--- src/uwc_pkg.sv ---
/*
 * constants for the serial interface wire and clock control block
 * assumes a 32-bit AHB-Lite register bus with word-aligned registers
 */
`default_nettype none
package uwc_pkg;
    localparam int          ADDR_W      = 8;
    localparam logic [7:0]  CTRL_ADDR   = 8'h00;
    localparam logic [7:0]  STAT_ADDR   = 8'h04;
    localparam logic [7:0]  DATA_ADDR   = 8'h08;
    localparam logic [7:0]  PORT_ADDR   = 8'h0c;
    localparam logic [7:0]  REG_RESET   = 8'h00;
    localparam logic [2:0]  PIN_RESET   = 3'h0;
    localparam logic [3:0]  CNT_RESET   = 4'h0;
    // control register fields
    localparam int          CTRL_OVFIE  = 6;
    localparam int          CTRL_WM_HI  = 5;
    localparam int          CTRL_WM_LO  = 4;
    localparam int          CTRL_CS_HI  = 3;
    localparam int          CTRL_CS_LO  = 2;
    localparam int          CTRL_CLK    = 1;
    localparam int          CTRL_TC     = 0;
    // status register fields
    localparam int          STAT_START  = 7;
    localparam int          STAT_OVF    = 6;
    localparam int          CNT_HI      = 3;
    localparam logic [3:0]  CNT_MAX     = 4'hf;
    localparam logic [3:0]  CNT_STEP    = 4'h1;
    // pin/direction register: port bits low, direction bits from DIR_LO
    localparam int          PIN_SDA     = 0;
    localparam int          PIN_DO      = 1;
    localparam int          PIN_CK      = 2;
    localparam int          DIR_LO      = 4;
    localparam int          DIR_HI      = 6;
    localparam logic [1:0]  CS_STROBE   = 2'h0;
    localparam logic [1:0]  CS_TIMER    = 2'h1;

    typedef enum logic [1:0] {
        WM_OFF      = 2'h0,
        WM_THREE    = 2'h1,
        WM_TWO      = 2'h2,
        WM_TWO_HOLD = 2'h3
    } uwc_wire_mode_e;
endpackage : uwc_pkg
`default_nettype wire

--- src/uwc_pin_if.sv ---
/*
 * synchronised serial pin levels and clock-pin edges
 * assumes producer and consumer share ref_clk
 */
`timescale 1ns/100ps
`default_nettype none
interface uwc_pin_if;
    logic dataSync;
    logic clkRise;
    logic clkFall;
    modport src (output dataSync, output clkRise, output clkFall);
    modport snk (input dataSync, input clkRise, input clkFall);
endinterface : uwc_pin_if
`default_nettype wire

--- src/uwc_pin_sync.sv ---
/*
 * two-flop synchronisers for the data-in and clock pins, clock edge detect
 * assumes pins are asynchronous to ref_clk and slower than half its rate
 */
`timescale 1ns/100ps
`default_nettype none
module uwc_pin_sync (
    input  wire logic ref_clk,
    input  wire logic rstn,
    input  wire logic dataPin,
    input  wire logic clockPin,
    uwc_pin_if.src    pins
);
    logic [1:0] dataMeta_q;
    logic [1:0] clkMeta_q;
    logic       clkPrev_q;

    always_ff @(posedge ref_clk or negedge rstn) begin
        if (!rstn) begin
            dataMeta_q <= 2'h0;
            clkMeta_q  <= 2'h0;
            clkPrev_q  <= 1'b0;
        end else begin
            dataMeta_q <= {dataMeta_q[0], dataPin};
            clkMeta_q  <= {clkMeta_q[0], clockPin};
            clkPrev_q  <= clkMeta_q[1];
        end
    end

    assign pins.dataSync = dataMeta_q[1];
    assign pins.clkRise  = clkMeta_q[1] & ~clkPrev_q;
    assign pins.clkFall  = ~clkMeta_q[1] & clkPrev_q;
endmodule : uwc_pin_sync
`default_nettype wire

--- src/uwc_wire_ctrl.sv ---
/*
 * wire mode and clock source control of the universal serial unit,
 * with shift data register, 4-bit counter, flags and pin drivers
 * assumes AHB-Lite master on ref_clk; timerMatch and startDetected are
 * single-cycle pulses on ref_clk; pins are asynchronous
 */
// Our own choices: the AHB-Lite slave port and the placing of the registers.
// Notes on behaviour
// overflow enable bit six enables overflow interrupt
// pending overflow fires once both enables set
// wire mode changes outputs only, inputs always work
// mode off: pins act as plain port pins
// three-wire: shift MSB replaces data-out port bit
// clock pin stays port; toggle strobe flips it
// two-wire: open-drain lines enabled by direction bits
// data line low if MSB or port zero
// clock line low if port zero or start
// start condition holds clock until flag cleared
// two-wire disables data and clock pull-ups, inputs unchanged
// mode three also holds clock on overflow
// external clock latch changes on opposite edge
// select zero: clock strobe clocks register, counter
// timer or external edges clock per select
// external plus strobe bit: toggle clocks counter
// strobe shifts in input from previous cycle
// clock strobe bit reads back zero
// data output comes from latched shift MSB
// overflow flag on wrap, cleared writing one
`timescale 1ns/100ps
`default_nettype none
module uwc_wire_ctrl (
    input  wire logic        ref_clk,
    input  wire logic        rstn,
    input  wire logic        hsel,
    input  wire logic [31:0] haddr,
    input  wire logic [1:0]  htrans,
    input  wire logic        hwrite,
    input  wire logic [2:0]  hsize,
    input  wire logic [31:0] hwdata,
    input  wire logic        hready,
    output logic      [31:0] hrdata,
    output logic             hreadyout,
    output logic             hresp,
    input  wire logic        timerMatch,
    input  wire logic        startDetected,
    input  wire logic        globalIrqEn,
    output logic             ovfIrq,
    input  wire logic        sdaIn,
    output logic             sdaOut,
    output logic             sdaOe,
    output logic             sdaPullup,
    output logic             doOut,
    output logic             doOe,
    output logic             doPullup,
    input  wire logic        sclIn,
    output logic             sclOut,
    output logic             sclOe,
    output logic             sclPullup
);
    ////////////////////////////////////////////////////////////////////////////
    // pin synchronisers
    uwc_pin_if pins ();

    uwc_pin_sync u_sync (
        .ref_clk  (ref_clk),
        .rstn     (rstn),
        .dataPin  (sdaIn),
        .clockPin (sclIn),
        .pins     (pins.src)
    );

    ////////////////////////////////////////////////////////////////////////////
    // bus slave
    logic                     accept;
    logic                     wrPend_q;
    logic                     rdPend_q;
    logic [uwc_pkg::ADDR_W-1:0] addr_q;
    logic                     wrCtrl;
    logic                     wrStat;
    logic                     wrData;
    logic                     wrPort;
    logic [31:0]              rdMux;

    logic                     ovfIe_q;
    uwc_pkg::uwc_wire_mode_e  wm_q;
    logic [1:0]               cs_q;
    logic                     clkSel_q;
    logic [7:0]               data_q;
    logic [7:0]               data_d;
    logic [3:0]               cnt_q;
    logic                     ovf_q;
    logic                     start_q;
    logic [2:0]               port_q;
    logic [2:0]               dir_q;
    logic                     dataPrev_q;
    logic                     outMsb_q;

    assign accept = hsel & htrans[1] & hready;
    assign wrCtrl = wrPend_q & (addr_q == uwc_pkg::CTRL_ADDR);
    assign wrStat = wrPend_q & (addr_q == uwc_pkg::STAT_ADDR);
    assign wrData = wrPend_q & (addr_q == uwc_pkg::DATA_ADDR);
    assign wrPort = wrPend_q & (addr_q == uwc_pkg::PORT_ADDR);

    always_ff @(posedge ref_clk or negedge rstn) begin
        if (!rstn) begin
            wrPend_q <= 1'b0;
            rdPend_q <= 1'b0;
            addr_q   <= uwc_pkg::REG_RESET;
        end else begin
            wrPend_q <= accept & hwrite;
            rdPend_q <= accept & ~hwrite;
            if (accept) begin
                addr_q <= haddr[uwc_pkg::ADDR_W-1:0];
            end
        end
    end

    // one wait state on reads so a write just before is visible
    always_comb begin
        rdMux = 32'h0000_0000;
        unique case (addr_q)
            uwc_pkg::CTRL_ADDR: rdMux[7:0] = {1'b0, ovfIe_q, wm_q, cs_q, 2'h0};
            uwc_pkg::STAT_ADDR: rdMux[7:0] = {start_q, ovf_q, 2'h0, cnt_q};
            uwc_pkg::DATA_ADDR: rdMux[7:0] = data_q;
            uwc_pkg::PORT_ADDR: rdMux[7:0] = {1'b0, dir_q, 1'b0, port_q};
            default:            rdMux      = 32'h0000_0000;
        endcase
    end

    always_ff @(posedge ref_clk or negedge rstn) begin
        if (!rstn) begin
            hreadyout <= 1'b1;
            hrdata    <= 32'h0000_0000;
            hresp     <= 1'b0;
        end else begin
            hreadyout <= ~(accept & ~hwrite);
            hresp     <= 1'b0;
            if (rdPend_q) begin
                hrdata <= rdMux;
            end
        end
    end

    ////////////////////////////////////////////////////////////////////////////
    // control register
    always_ff @(posedge ref_clk or negedge rstn) begin
        if (!rstn) begin
            ovfIe_q  <= 1'b0;
            wm_q     <= uwc_pkg::WM_OFF;
            cs_q     <= uwc_pkg::CS_STROBE;
            clkSel_q <= 1'b0;
        end else if (wrCtrl) begin
            ovfIe_q  <= hwdata[uwc_pkg::CTRL_OVFIE];
            wm_q     <= uwc_pkg::uwc_wire_mode_e'(hwdata[uwc_pkg::CTRL_WM_HI:uwc_pkg::CTRL_WM_LO]);
            cs_q     <= hwdata[uwc_pkg::CTRL_CS_HI:uwc_pkg::CTRL_CS_LO];
            clkSel_q <= hwdata[uwc_pkg::CTRL_CLK];
        end
    end

    ////////////////////////////////////////////////////////////////////////////
    // clock source selection
    logic swStrobe;
    logic togStrobe;
    logic timerClk;
    logic extShift;
    logic extLatch;
    logic shiftEn;
    logic cntEn;
    logic shiftIn;

    assign swStrobe  = wrCtrl & hwdata[uwc_pkg::CTRL_CLK]
                     & (hwdata[uwc_pkg::CTRL_CS_HI:uwc_pkg::CTRL_CS_LO] == uwc_pkg::CS_STROBE);
    assign togStrobe = wrCtrl & hwdata[uwc_pkg::CTRL_TC];
    assign timerClk  = (cs_q == uwc_pkg::CS_TIMER) & timerMatch;
    // sampling edge: rise for select 10, fall for select 11
    assign extShift  = cs_q[1] & (cs_q[0] ? pins.clkFall : pins.clkRise);
    assign extLatch  = cs_q[1] & (cs_q[0] ? pins.clkRise : pins.clkFall);
    assign shiftEn   = swStrobe | timerClk | extShift;
    assign cntEn     = swStrobe | timerClk
                     | (cs_q[1] & (clkSel_q ? togStrobe : (pins.clkRise | pins.clkFall)));
    // inputs feed the shifter whatever the wire mode
    assign shiftIn   = cs_q[1] ? pins.dataSync : dataPrev_q;

    ////////////////////////////////////////////////////////////////////////////
    // shift data register and output latch
    always_comb begin
        data_d = data_q;
        if (wrData) begin
            data_d = hwdata[7:0];
        end else if (shiftEn) begin
            data_d = {data_q[6:0], shiftIn};
        end
    end

    always_ff @(posedge ref_clk or negedge rstn) begin
        if (!rstn) begin
            data_q     <= uwc_pkg::REG_RESET;
            dataPrev_q <= 1'b0;
        end else begin
            data_q     <= data_d;
            dataPrev_q <= pins.dataSync;
        end
    end

    // transparent for internal sources, opposite edge for external
    always_ff @(posedge ref_clk or negedge rstn) begin
        if (!rstn) begin
            outMsb_q <= 1'b0;
        end else if (~cs_q[1] | extLatch) begin
            outMsb_q <= data_d[7];
        end
    end

    ////////////////////////////////////////////////////////////////////////////
    // counter and flags
    logic ovfSet;
    logic ovfClr;
    logic startSet;
    logic startClr;

    assign ovfSet   = cntEn & ~wrStat & (cnt_q == uwc_pkg::CNT_MAX);
    assign ovfClr   = wrStat & hwdata[uwc_pkg::STAT_OVF];
    assign startSet = startDetected & wm_q[1];
    assign startClr = wrStat & hwdata[uwc_pkg::STAT_START];

    always_ff @(posedge ref_clk or negedge rstn) begin
        if (!rstn) begin
            cnt_q <= uwc_pkg::CNT_RESET;
        end else if (wrStat) begin
            cnt_q <= hwdata[uwc_pkg::CNT_HI:0];
        end else if (cntEn) begin
            cnt_q <= cnt_q + uwc_pkg::CNT_STEP;
        end
    end

    // set wins over a clear in the same cycle
    always_ff @(posedge ref_clk or negedge rstn) begin
        if (!rstn) begin
            ovf_q   <= 1'b0;
            start_q <= 1'b0;
        end else begin
            ovf_q   <= ovfSet | (ovf_q & ~ovfClr);
            start_q <= startSet | (start_q & ~startClr);
        end
    end

    always_ff @(posedge ref_clk or negedge rstn) begin
        if (!rstn) begin
            ovfIrq <= 1'b0;
        end else begin
            ovfIrq <= ovf_q & ovfIe_q & globalIrqEn;
        end
    end

    ////////////////////////////////////////////////////////////////////////////
    // port and direction bits
    always_ff @(posedge ref_clk or negedge rstn) begin
        if (!rstn) begin
            port_q <= uwc_pkg::PIN_RESET;
            dir_q  <= uwc_pkg::PIN_RESET;
        end else begin
            port_q <= (wrPort ? hwdata[2:0] : port_q) ^ (3'(togStrobe) << uwc_pkg::PIN_CK);
            if (wrPort) begin
                dir_q <= hwdata[uwc_pkg::DIR_HI:uwc_pkg::DIR_LO];
            end
        end
    end

    ////////////////////////////////////////////////////////////////////////////
    // pin drivers
    logic twoWire;
    logic sclHold;

    assign twoWire = wm_q[1];
    assign sclHold = start_q | ((wm_q == uwc_pkg::WM_TWO_HOLD) & ovf_q);

    always_ff @(posedge ref_clk or negedge rstn) begin
        if (!rstn) begin
            sdaOut    <= 1'b0;
            sdaOe     <= 1'b0;
            sdaPullup <= 1'b0;
        end else if (twoWire) begin
            sdaOut    <= 1'b0;
            sdaOe     <= dir_q[uwc_pkg::PIN_SDA] & (~outMsb_q | ~port_q[uwc_pkg::PIN_SDA]);
            sdaPullup <= 1'b0;
        end else begin
            sdaOut    <= port_q[uwc_pkg::PIN_SDA];
            sdaOe     <= dir_q[uwc_pkg::PIN_SDA];
            sdaPullup <= ~dir_q[uwc_pkg::PIN_SDA] & port_q[uwc_pkg::PIN_SDA];
        end
    end

    always_ff @(posedge ref_clk or negedge rstn) begin
        if (!rstn) begin
            sclOut    <= 1'b0;
            sclOe     <= 1'b0;
            sclPullup <= 1'b0;
        end else if (twoWire) begin
            sclOut    <= 1'b0;
            sclOe     <= dir_q[uwc_pkg::PIN_CK] & (~port_q[uwc_pkg::PIN_CK] | sclHold);
            sclPullup <= 1'b0;
        end else begin
            sclOut    <= port_q[uwc_pkg::PIN_CK];
            sclOe     <= dir_q[uwc_pkg::PIN_CK];
            sclPullup <= ~dir_q[uwc_pkg::PIN_CK] & port_q[uwc_pkg::PIN_CK];
        end
    end

    always_ff @(posedge ref_clk or negedge rstn) begin
        if (!rstn) begin
            doOut    <= 1'b0;
            doOe     <= 1'b0;
            doPullup <= 1'b0;
        end else begin
            doOut    <= (wm_q == uwc_pkg::WM_THREE) ? outMsb_q : port_q[uwc_pkg::PIN_DO];
            doOe     <= dir_q[uwc_pkg::PIN_DO];
            doPullup <= ~dir_q[uwc_pkg::PIN_DO] & port_q[uwc_pkg::PIN_DO];
        end
    end
endmodule : uwc_wire_ctrl
`default_nettype wire

--- config.mk ---
export PLATFORM = sky130hd
export DESIGN_NAME = uwc_wire_ctrl
export DESIGN_NICKNAME = d
export VERILOG_FILES = /design/src/uwc_pkg.sv /design/src/uwc_pin_if.sv /design/src/uwc_pin_sync.sv /design/src/uwc_wire_ctrl.sv
export SDC_FILE = /design/constraint.sdc
export NUM_CORES = 1
export LEC_CHECK = 0
export BUFFER_PORTS_ARGS = -buffer_cell sky130_fd_sc_hd__buf_2
export CAP_MARGIN = 20
export CORE_ASPECT_RATIO = 1.1
export CORE_MARGIN = 10
export CORE_UTILIZATION = 45
export DETAILED_ROUTE_END_ITERATION = 16
export HOLD_SLACK_MARGIN = 0.05
export PLACE_DENSITY = 0.83
export SLEW_MARGIN = 20
export SYNTH_ARGS = -nofsm -noshare
export SYNTH_HDL_FRONTEND = slang
export SYNTH_SLANG_ARGS = --single-unit
--- constraint.sdc ---
create_clock -name ref_clk -period 1.85 [get_ports ref_clk]
set_input_delay 0.2775 -clock ref_clk [delete_from_list [all_inputs] [get_ports ref_clk]]
set_output_delay 0.2775 -clock ref_clk [all_outputs]
set_load 0.005 [all_outputs]
==> flow_metrics.tcl, run 1 <==
set metrics [dict create \
    clk_pin_slew_ns 0.07 \
    ys_ff_latch 62 \
    grt_pass1_wl_um 10600 \
    reg2reg_to "port_q[2]$_DFF_PN0_" \
    ys_warn_count 0 \
    min-delay-start "startDetected" \
    grt.overflow.total 0 \
    post_cts_buffers 0 \
    die_y_um 104 \
    regArea_sq_mm 0.00155 \
    critPathCaptureType "register" \
    clock_path_buffers 2 \
    ys_types 39 \
    portBuffers 45 \
    drtIter0Drc 149 \
    final_common_cell "dfrtp_1" \
    numCtsBuffers 9 \
    hp-class "primary input to register" \
    grtUsageTotal 0.135 \
    clkLatencyLatePin_ns 0.34 \
    skew_ns 0.00482 \
    dieArea_sq_mm 0.0100 \
    grt_max_degree 24 \
    grt_pass1_vias 2145 \
    slew_viol_final 0 \
    start_kind "register" \
    layout-drive-gt1-share 0.329 \
    path_max_fanout 9 \
    die_x_um 96.4 \
    gr-usage-met2 0.222 \
    holdPathEnd "start_q$_DFF_PN0_" \
    critical_path_class "register to register" \
    gp_congestion 0.878 \
    use_met1 0.156 \
    p_leak_nw 1.62 \
    final_cell_mix "dfrtp_1, buf_2, conb_1" \
    wl_per_cell_um 16.1 \
    syn_area_sq_mm 0.00289 \
    status "complete, no violations" \
    drv_cap 0 \
    cts_htree_levels 3 \
    min_path_cells 3 \
    coreArea_sq_mm 0.00619 \
    cp.required_ns 2.07 \
    top_usage_layer "met2" \
    numClockSinks 62 \
    dp_hpwl_um 4870 \
    worstMarginPinSlew_ns 0.505 \
    ir_drop_mv 0.496 \
    fin_cells 399 \
    setup_viol 0 \
    antenna_found_initial 0 \
    dp.cells 380 \
    nNetsFinal 396 \
    synth_top_family_by_area "multiplexers" \
    clock.fmax_mhz 585 \
    syn_area_per_cell_sq_um 11.6 \
    async_flop_share 1.00 \
    rows 30 \
    cts_tree "done" \
    worstRegToRegCells 6 \
    yosys.area_share.simple 0.107 \
    tns_ns 0 \
    power.density_mw_per_mm2 1050 \
    synthCells 250 \
    synth_mux_area_frac 0.158 \
    fillers 542 \
    synth_compound_area_frac 0.0775 \
    multi_input_area_sq_mm 0.00116 \
    synth-edff-count 0 \
    rrSetupSlack_ns 0.14 \
    synthAdderAreaFrac 0.0130 \
    wl_um 6440 \
    drc 0 \
    relSlewSlack 0.663 \
    num_vias 2018 \
    timing.rr.start "addr_q[0]$_DFFE_PN0P_" \
    start_util 0.467 \
    grt_setup_unrepaired "no" \
    clockRootBuffer "clkbuf_8" \
    critPathArrivalTime_ns 1.93 \
    areaGrowthSynthToFinish_pct 17.9 \
    antenna_cells 0 \
    postRouteAntennaNets 0 \
    synth-main-ff-cell "dfrtp_1" \
    hold_viol 0 \
    drtPass1Iterations 4 \
    io_pins 123 \
    yosysSeqAreaShare 0.537 \
    synthXorXnorAreaFrac 0.0121 \
    grt_use_met3 0.0520 \
    period_needed_ns 1.71 \
    routed_via_density 5.06 \
    finalCritPeriodShare 0.924 \
]
==> metal layers <==
layer,share of wire,wire length (um),vias up
met5,0,0,-
met4,0.012,78,0
met3,0.086,551,9
met2,0.52,3320,75
met1,0.39,2490,985
li1,-,-,949
==> flip-flops by register name, summed over array words and instances (netlist names), 2 cells and up <==
| signal | count |
|---|---|
| hrdata | 8 |
| port_q | 3 |
| cs_q | 2 |
| u_sync.dataMeta_q | 2 |
| data_q | 8 |
| wm_q | 2 |
| addr_q | 8 |
| u_sync.clkMeta_q | 2 |
| cnt_q | 4 |
| dir_q | 3 |
==> synthesized netlist by cell type (all sizes together) (2+ instances only) <==
cell | instances | area (sq um)
dfrtp | 61 | 1530
nand4 | 3 | 33.8
inv | 14 | 52.6
mux4 | 2 | 45.0
and3 | 3 | 18.8
nor3b | 2 | 20.0
clkbuf | 3 | 11.3
nand3 | 8 | 40.0
a22oi | 2 | 15.0
and2 | 2 | 12.5
o22ai | 6 | 37.5
nor2 | 10 | 37.5
nor2b | 8 | 50.1
o21ai | 13 | 65.1
ha | 3 | 37.5
a31oi | 4 | 25.0
mux2 | 24 | 270
mux2i | 14 | 140
nand2 | 18 | 70.1
a21oi | 8 | 40.0
buf | 28 | 209
xnor2 | 3 | 26.3
==> critical path: stages (launching register included) <==
cell and delay, ns:
dfrtp_1 0.39, nor4_2 0.30, and2_1 0.20, buf_6 0.15
nand4_4 0.19, mux2i_2 0.22, xor2_1 0.14
==> power breakdown <==
group          switching [W]  leakage (nW)  internal [W]
Combinational       0.000350         0.770      0.000385
Sequential          0.000218         0.756       0.00160
Clock               0.000518        0.0926      0.000511
==> cells by family (layout without fill, tap and decap cells) <==
family,Yosys count,count (layout)
AOI/OAI and AO/OA,38,38
adders and majority gates,3,3
xor gates and xnor gates,4,4
muxes,40,40
buffers and inverters,45,90
other,1,25
and+or+nand+nor,57,57
DFF,62,62
==> through the flow <==
step | hold slack, ns | area [sq um] | total power [W] | utilization | setup WS, ns
detailed placement | 0.271 | 3200 | 0.00256 | 0.517 | 0.123
CTS | 0.151 | 3400 | 0.00359 | 0.549 | 0.115
global route | 0.153 | 3410 | 0.00379 | 0.551 | 0.00182
global placement | 0.263 | 3200 | 0.00250 | 0.517 | 0.198
finish | 0.160 | 3410 | 0.00358 | 0.551 | 0.141
floorplan | -0.0181 | 2980 | 0.00230 | - | 0.265
==> what timing repair did <==
action | 4_1_cts | 5_1_grt
endpoints found under the hold margin | 20 | 0
hold buffers | 3 | 0
setup endpoints to repair | 0 | 3
gates resized for setup | 0 | 4
==> how the worst max path moves through the flow <==
stage,from,end,cells after the start
after global routing,addr_q[0]$_DFFE_PN0P_,port_q[2]$_DFF_PN0_,6
after floorplan,addr_q[7]$_DFFE_PN0P_,port_q[2]$_DFF_PN0_,6
after detailed placement,u_sync.clkMeta_q[1]$_DFF_PN0_,data_q[5]$_DFFE_PN0P_,8
after CTS,u_sync.clkMeta_q[1]$_DFF_PN0_,data_q[5]$_DFFE_PN0P_,8
final,addr_q[0]$_DFFE_PN0P_,port_q[2]$_DFF_PN0_,6
after global placement,addr_q[7]$_DFFE_PN0P_,port_q[2]$_DFF_PN0_,6
==> cell type report <==
type / instances / area share
inverters: 14 / 0.0154
clock buffers: 11 / 0.0415
repair buffers: 60 / 0.110
clock inverters: 5 / 0.00734
flip-flops and latches: 62 / 0.455
multi-input cells: 167 / 0.341
well taps: 80 / 0.0294
No activity file was read; power rests on OpenSTA's default activity.
==> run 2: changes to the inputs <==
--- a/config.mk
+++ b/config.mk
@@ -13,7 +13,7 @@
 export DETAILED_ROUTE_END_ITERATION = 16
 export HOLD_SLACK_MARGIN = 0.05
 export PLACE_DENSITY = 0.83
-export SLEW_MARGIN = 20
+export RECOVER_POWER = 100
 export SYNTH_ARGS = -nofsm -noshare
 export SYNTH_HDL_FRONTEND = slang
 export SYNTH_SLANG_ARGS = --single-unit
==> flow_metrics.tcl, run 2 (same netlist as run 1, synthesis figures left out) <==
set metrics [dict create \
    status "complete, no violations" \
    io_pins 123 \
    grt_max_degree 24 \
    slew_viol_final 0 \
    path_max_fanout 5 \
    drv_cap 0 \
    die_y_um 104 \
    grt_pass1_vias 2145 \
    ir_drop_mv 0.495 \
    post_cts_buffers 0 \
    dieArea_sq_mm 0.0100 \
    critPathArrivalTime_ns 1.94 \
    clkLatencyLatePin_ns 0.34 \
    relSlewSlack 0.200 \
    min-delay-start "startDetected" \
    grt.overflow.total 0 \
    drtIter0Drc 154 \
    skew_ns 0.00482 \
    min_path_cells 3 \
    rows 30 \
    p_leak_nw 1.57 \
    cts_tree "done" \
    final_common_cell "dfrtp_1" \
    critPathCaptureType "register" \
    clockRootBuffer "clkbuf_8" \
    reg_top3 "addr_q: 8 flops, data_q: 8 flops, hrdata: 8 flops" \
    cts_htree_levels 3 \
    antenna_found_initial 0 \
    hold_viol 0 \
    finalCritPeriodShare 0.927 \
    clock_path_buffers 2 \
    postRouteAntennaNets 0 \
    num_vias 2010 \
    die_x_um 96.4 \
    clock.fmax_mhz 583 \
    drtPass1Iterations 6 \
    critical_path_class "register to register" \
    wl_per_cell_um 16.1 \
    holdPathEnd "start_q$_DFF_PN0_" \
    grt_setup_unrepaired "no" \
    tns_ns 0 \
    start_util 0.467 \
    dp_hpwl_um 4870 \
    routed_via_density 5.04 \
    grtUsageTotal 0.135 \
    grt_pass1_wl_um 10600 \
    period_needed_ns 1.71 \
    numClockSinks 62 \
    gp_congestion 0.878 \
    final_cell_mix "dfrtp_1, buf_2, conb_1" \
    fillers 549 \
    drc 0 \
    multi_input_area_sq_mm 0.00116 \
    timing.rr.start "addr_q[0]$_DFFE_PN0P_" \
    layout-drive-gt1-share 0.285 \
    setup_viol 0 \
    wl_um 6420 \
    worstRegToRegCells 7 \
    numCtsBuffers 9 \
    start_kind "register" \
    areaGrowthSynthToFinish_pct 17.1 \
    clk_pin_slew_ns 0.07 \
    nNetsFinal 396 \
    antenna_cells 0 \
    coreArea_sq_mm 0.00619 \
    rrSetupSlack_ns 0.14 \
    regArea_sq_mm 0.00155 \
    cp.required_ns 2.07 \
    power.density_mw_per_mm2 1050 \
    reg2reg_to "data_q[5]$_DFFE_PN0P_" \
    worstMarginPinSlew_ns 1.20 \
    hp-class "primary input to register" \
    fin_hold_ws_ns 0.159 \
    portBuffers 45 \
]
==> run 2: changes by cell type in the layout (fill, tap and decap cells not counted) <==
cell / delta
o21ai_0: +1
buf_4: -2
clkbuf_1: +13
buf_1: +1
buf_2: -13
clkbuf_2: +1
o21ai_1: -1
==> run 2: how the worst max path moves through the flow <==
stage,startpoint,endpoint,slack [ns],depth (start not counted)
2_1_floorplan,addr_q[7]$_DFFE_PN0P_,port_q[2]$_DFF_PN0_,0.27,6
3_3_place_gp,addr_q[7]$_DFFE_PN0P_,port_q[2]$_DFF_PN0_,0.20,6
3_5_place_dp,u_sync.clkMeta_q[1]$_DFF_PN0_,data_q[5]$_DFFE_PN0P_,0.12,8
4_1_cts,u_sync.clkMeta_q[1]$_DFF_PN0_,data_q[5]$_DFFE_PN0P_,0.12,8
5_1_grt,addr_q[0]$_DFFE_PN0P_,port_q[2]$_DFF_PN0_,0.002,6
6_report,addr_q[0]$_DFFE_PN0P_,data_q[5]$_DFFE_PN0P_,0.14,7
==> run 2: critical path, stage by stage, from the launching register on <==
cell	delay [ns]
dfrtp_1	0.39
nor4_2	0.30
buf_4	0.17
nand4_1	0.10
nand2_2	0.16
clkbuf_2	0.18
mux2i_1	0.20
o21ai_0	0.09
==> run 2: cell type report <==
| class | instances | area share |
|---|---|---|
| multi-input cells | 167 | 0.344 |
| clock inverters | 5 | 0.00739 |
| well taps | 80 | 0.0296 |
| flip-flops and latches | 62 | 0.458 |
| repair buffers | 60 | 0.104 |
| clock buffers | 11 | 0.0417 |
| inverters | 14 | 0.0155 |
==> run 2: routing by layer <==
metal	GRT usage	share of wire	wire length, um	vias to the layer above
met2	0.222	0.51	3310	71
li1	-	-	-	949
met1	0.156	0.39	2490	981
met4	0.0447	0.012	80	0
met5	0	0	0	-
met3	0.0520	0.085	546	9
==> run 2: power by group <==
| group | leakage (nW) | internal (W) | switching (W) |
|---|---|---|---|
| Combinational | 0.719 | 0.000378 | 0.000348 |
| Sequential | 0.756 | 0.00160 | 0.000219 |
| Clock | 0.0926 | 0.000510 | 0.000518 |
| Total | 1.57 | 0.00249 | 0.00109 |
==> run 2: metrics by stage <==
step	area, sq um	power [W]	utilization	setup slack [ns]	std cells
6_report	3390	0.00357	0.547	0.136	399
5_1_grt	3390	0.00378	0.547	0.00182	399
4_1_cts	3400	0.00359	0.549	0.115	399
3_5_place_dp	3200	0.00256	0.517	0.123	380
3_3_place_gp	3200	0.00250	0.517	0.198	380
2_1_floorplan	2980	0.00230	-	0.265	274
==> run 2: repair_timing <==
item	in CTS	in global routing
hold endpoints to repair	20	0
hold buffers	3	0
resized for setup	0	4
endpoints found under the setup margin	0	3
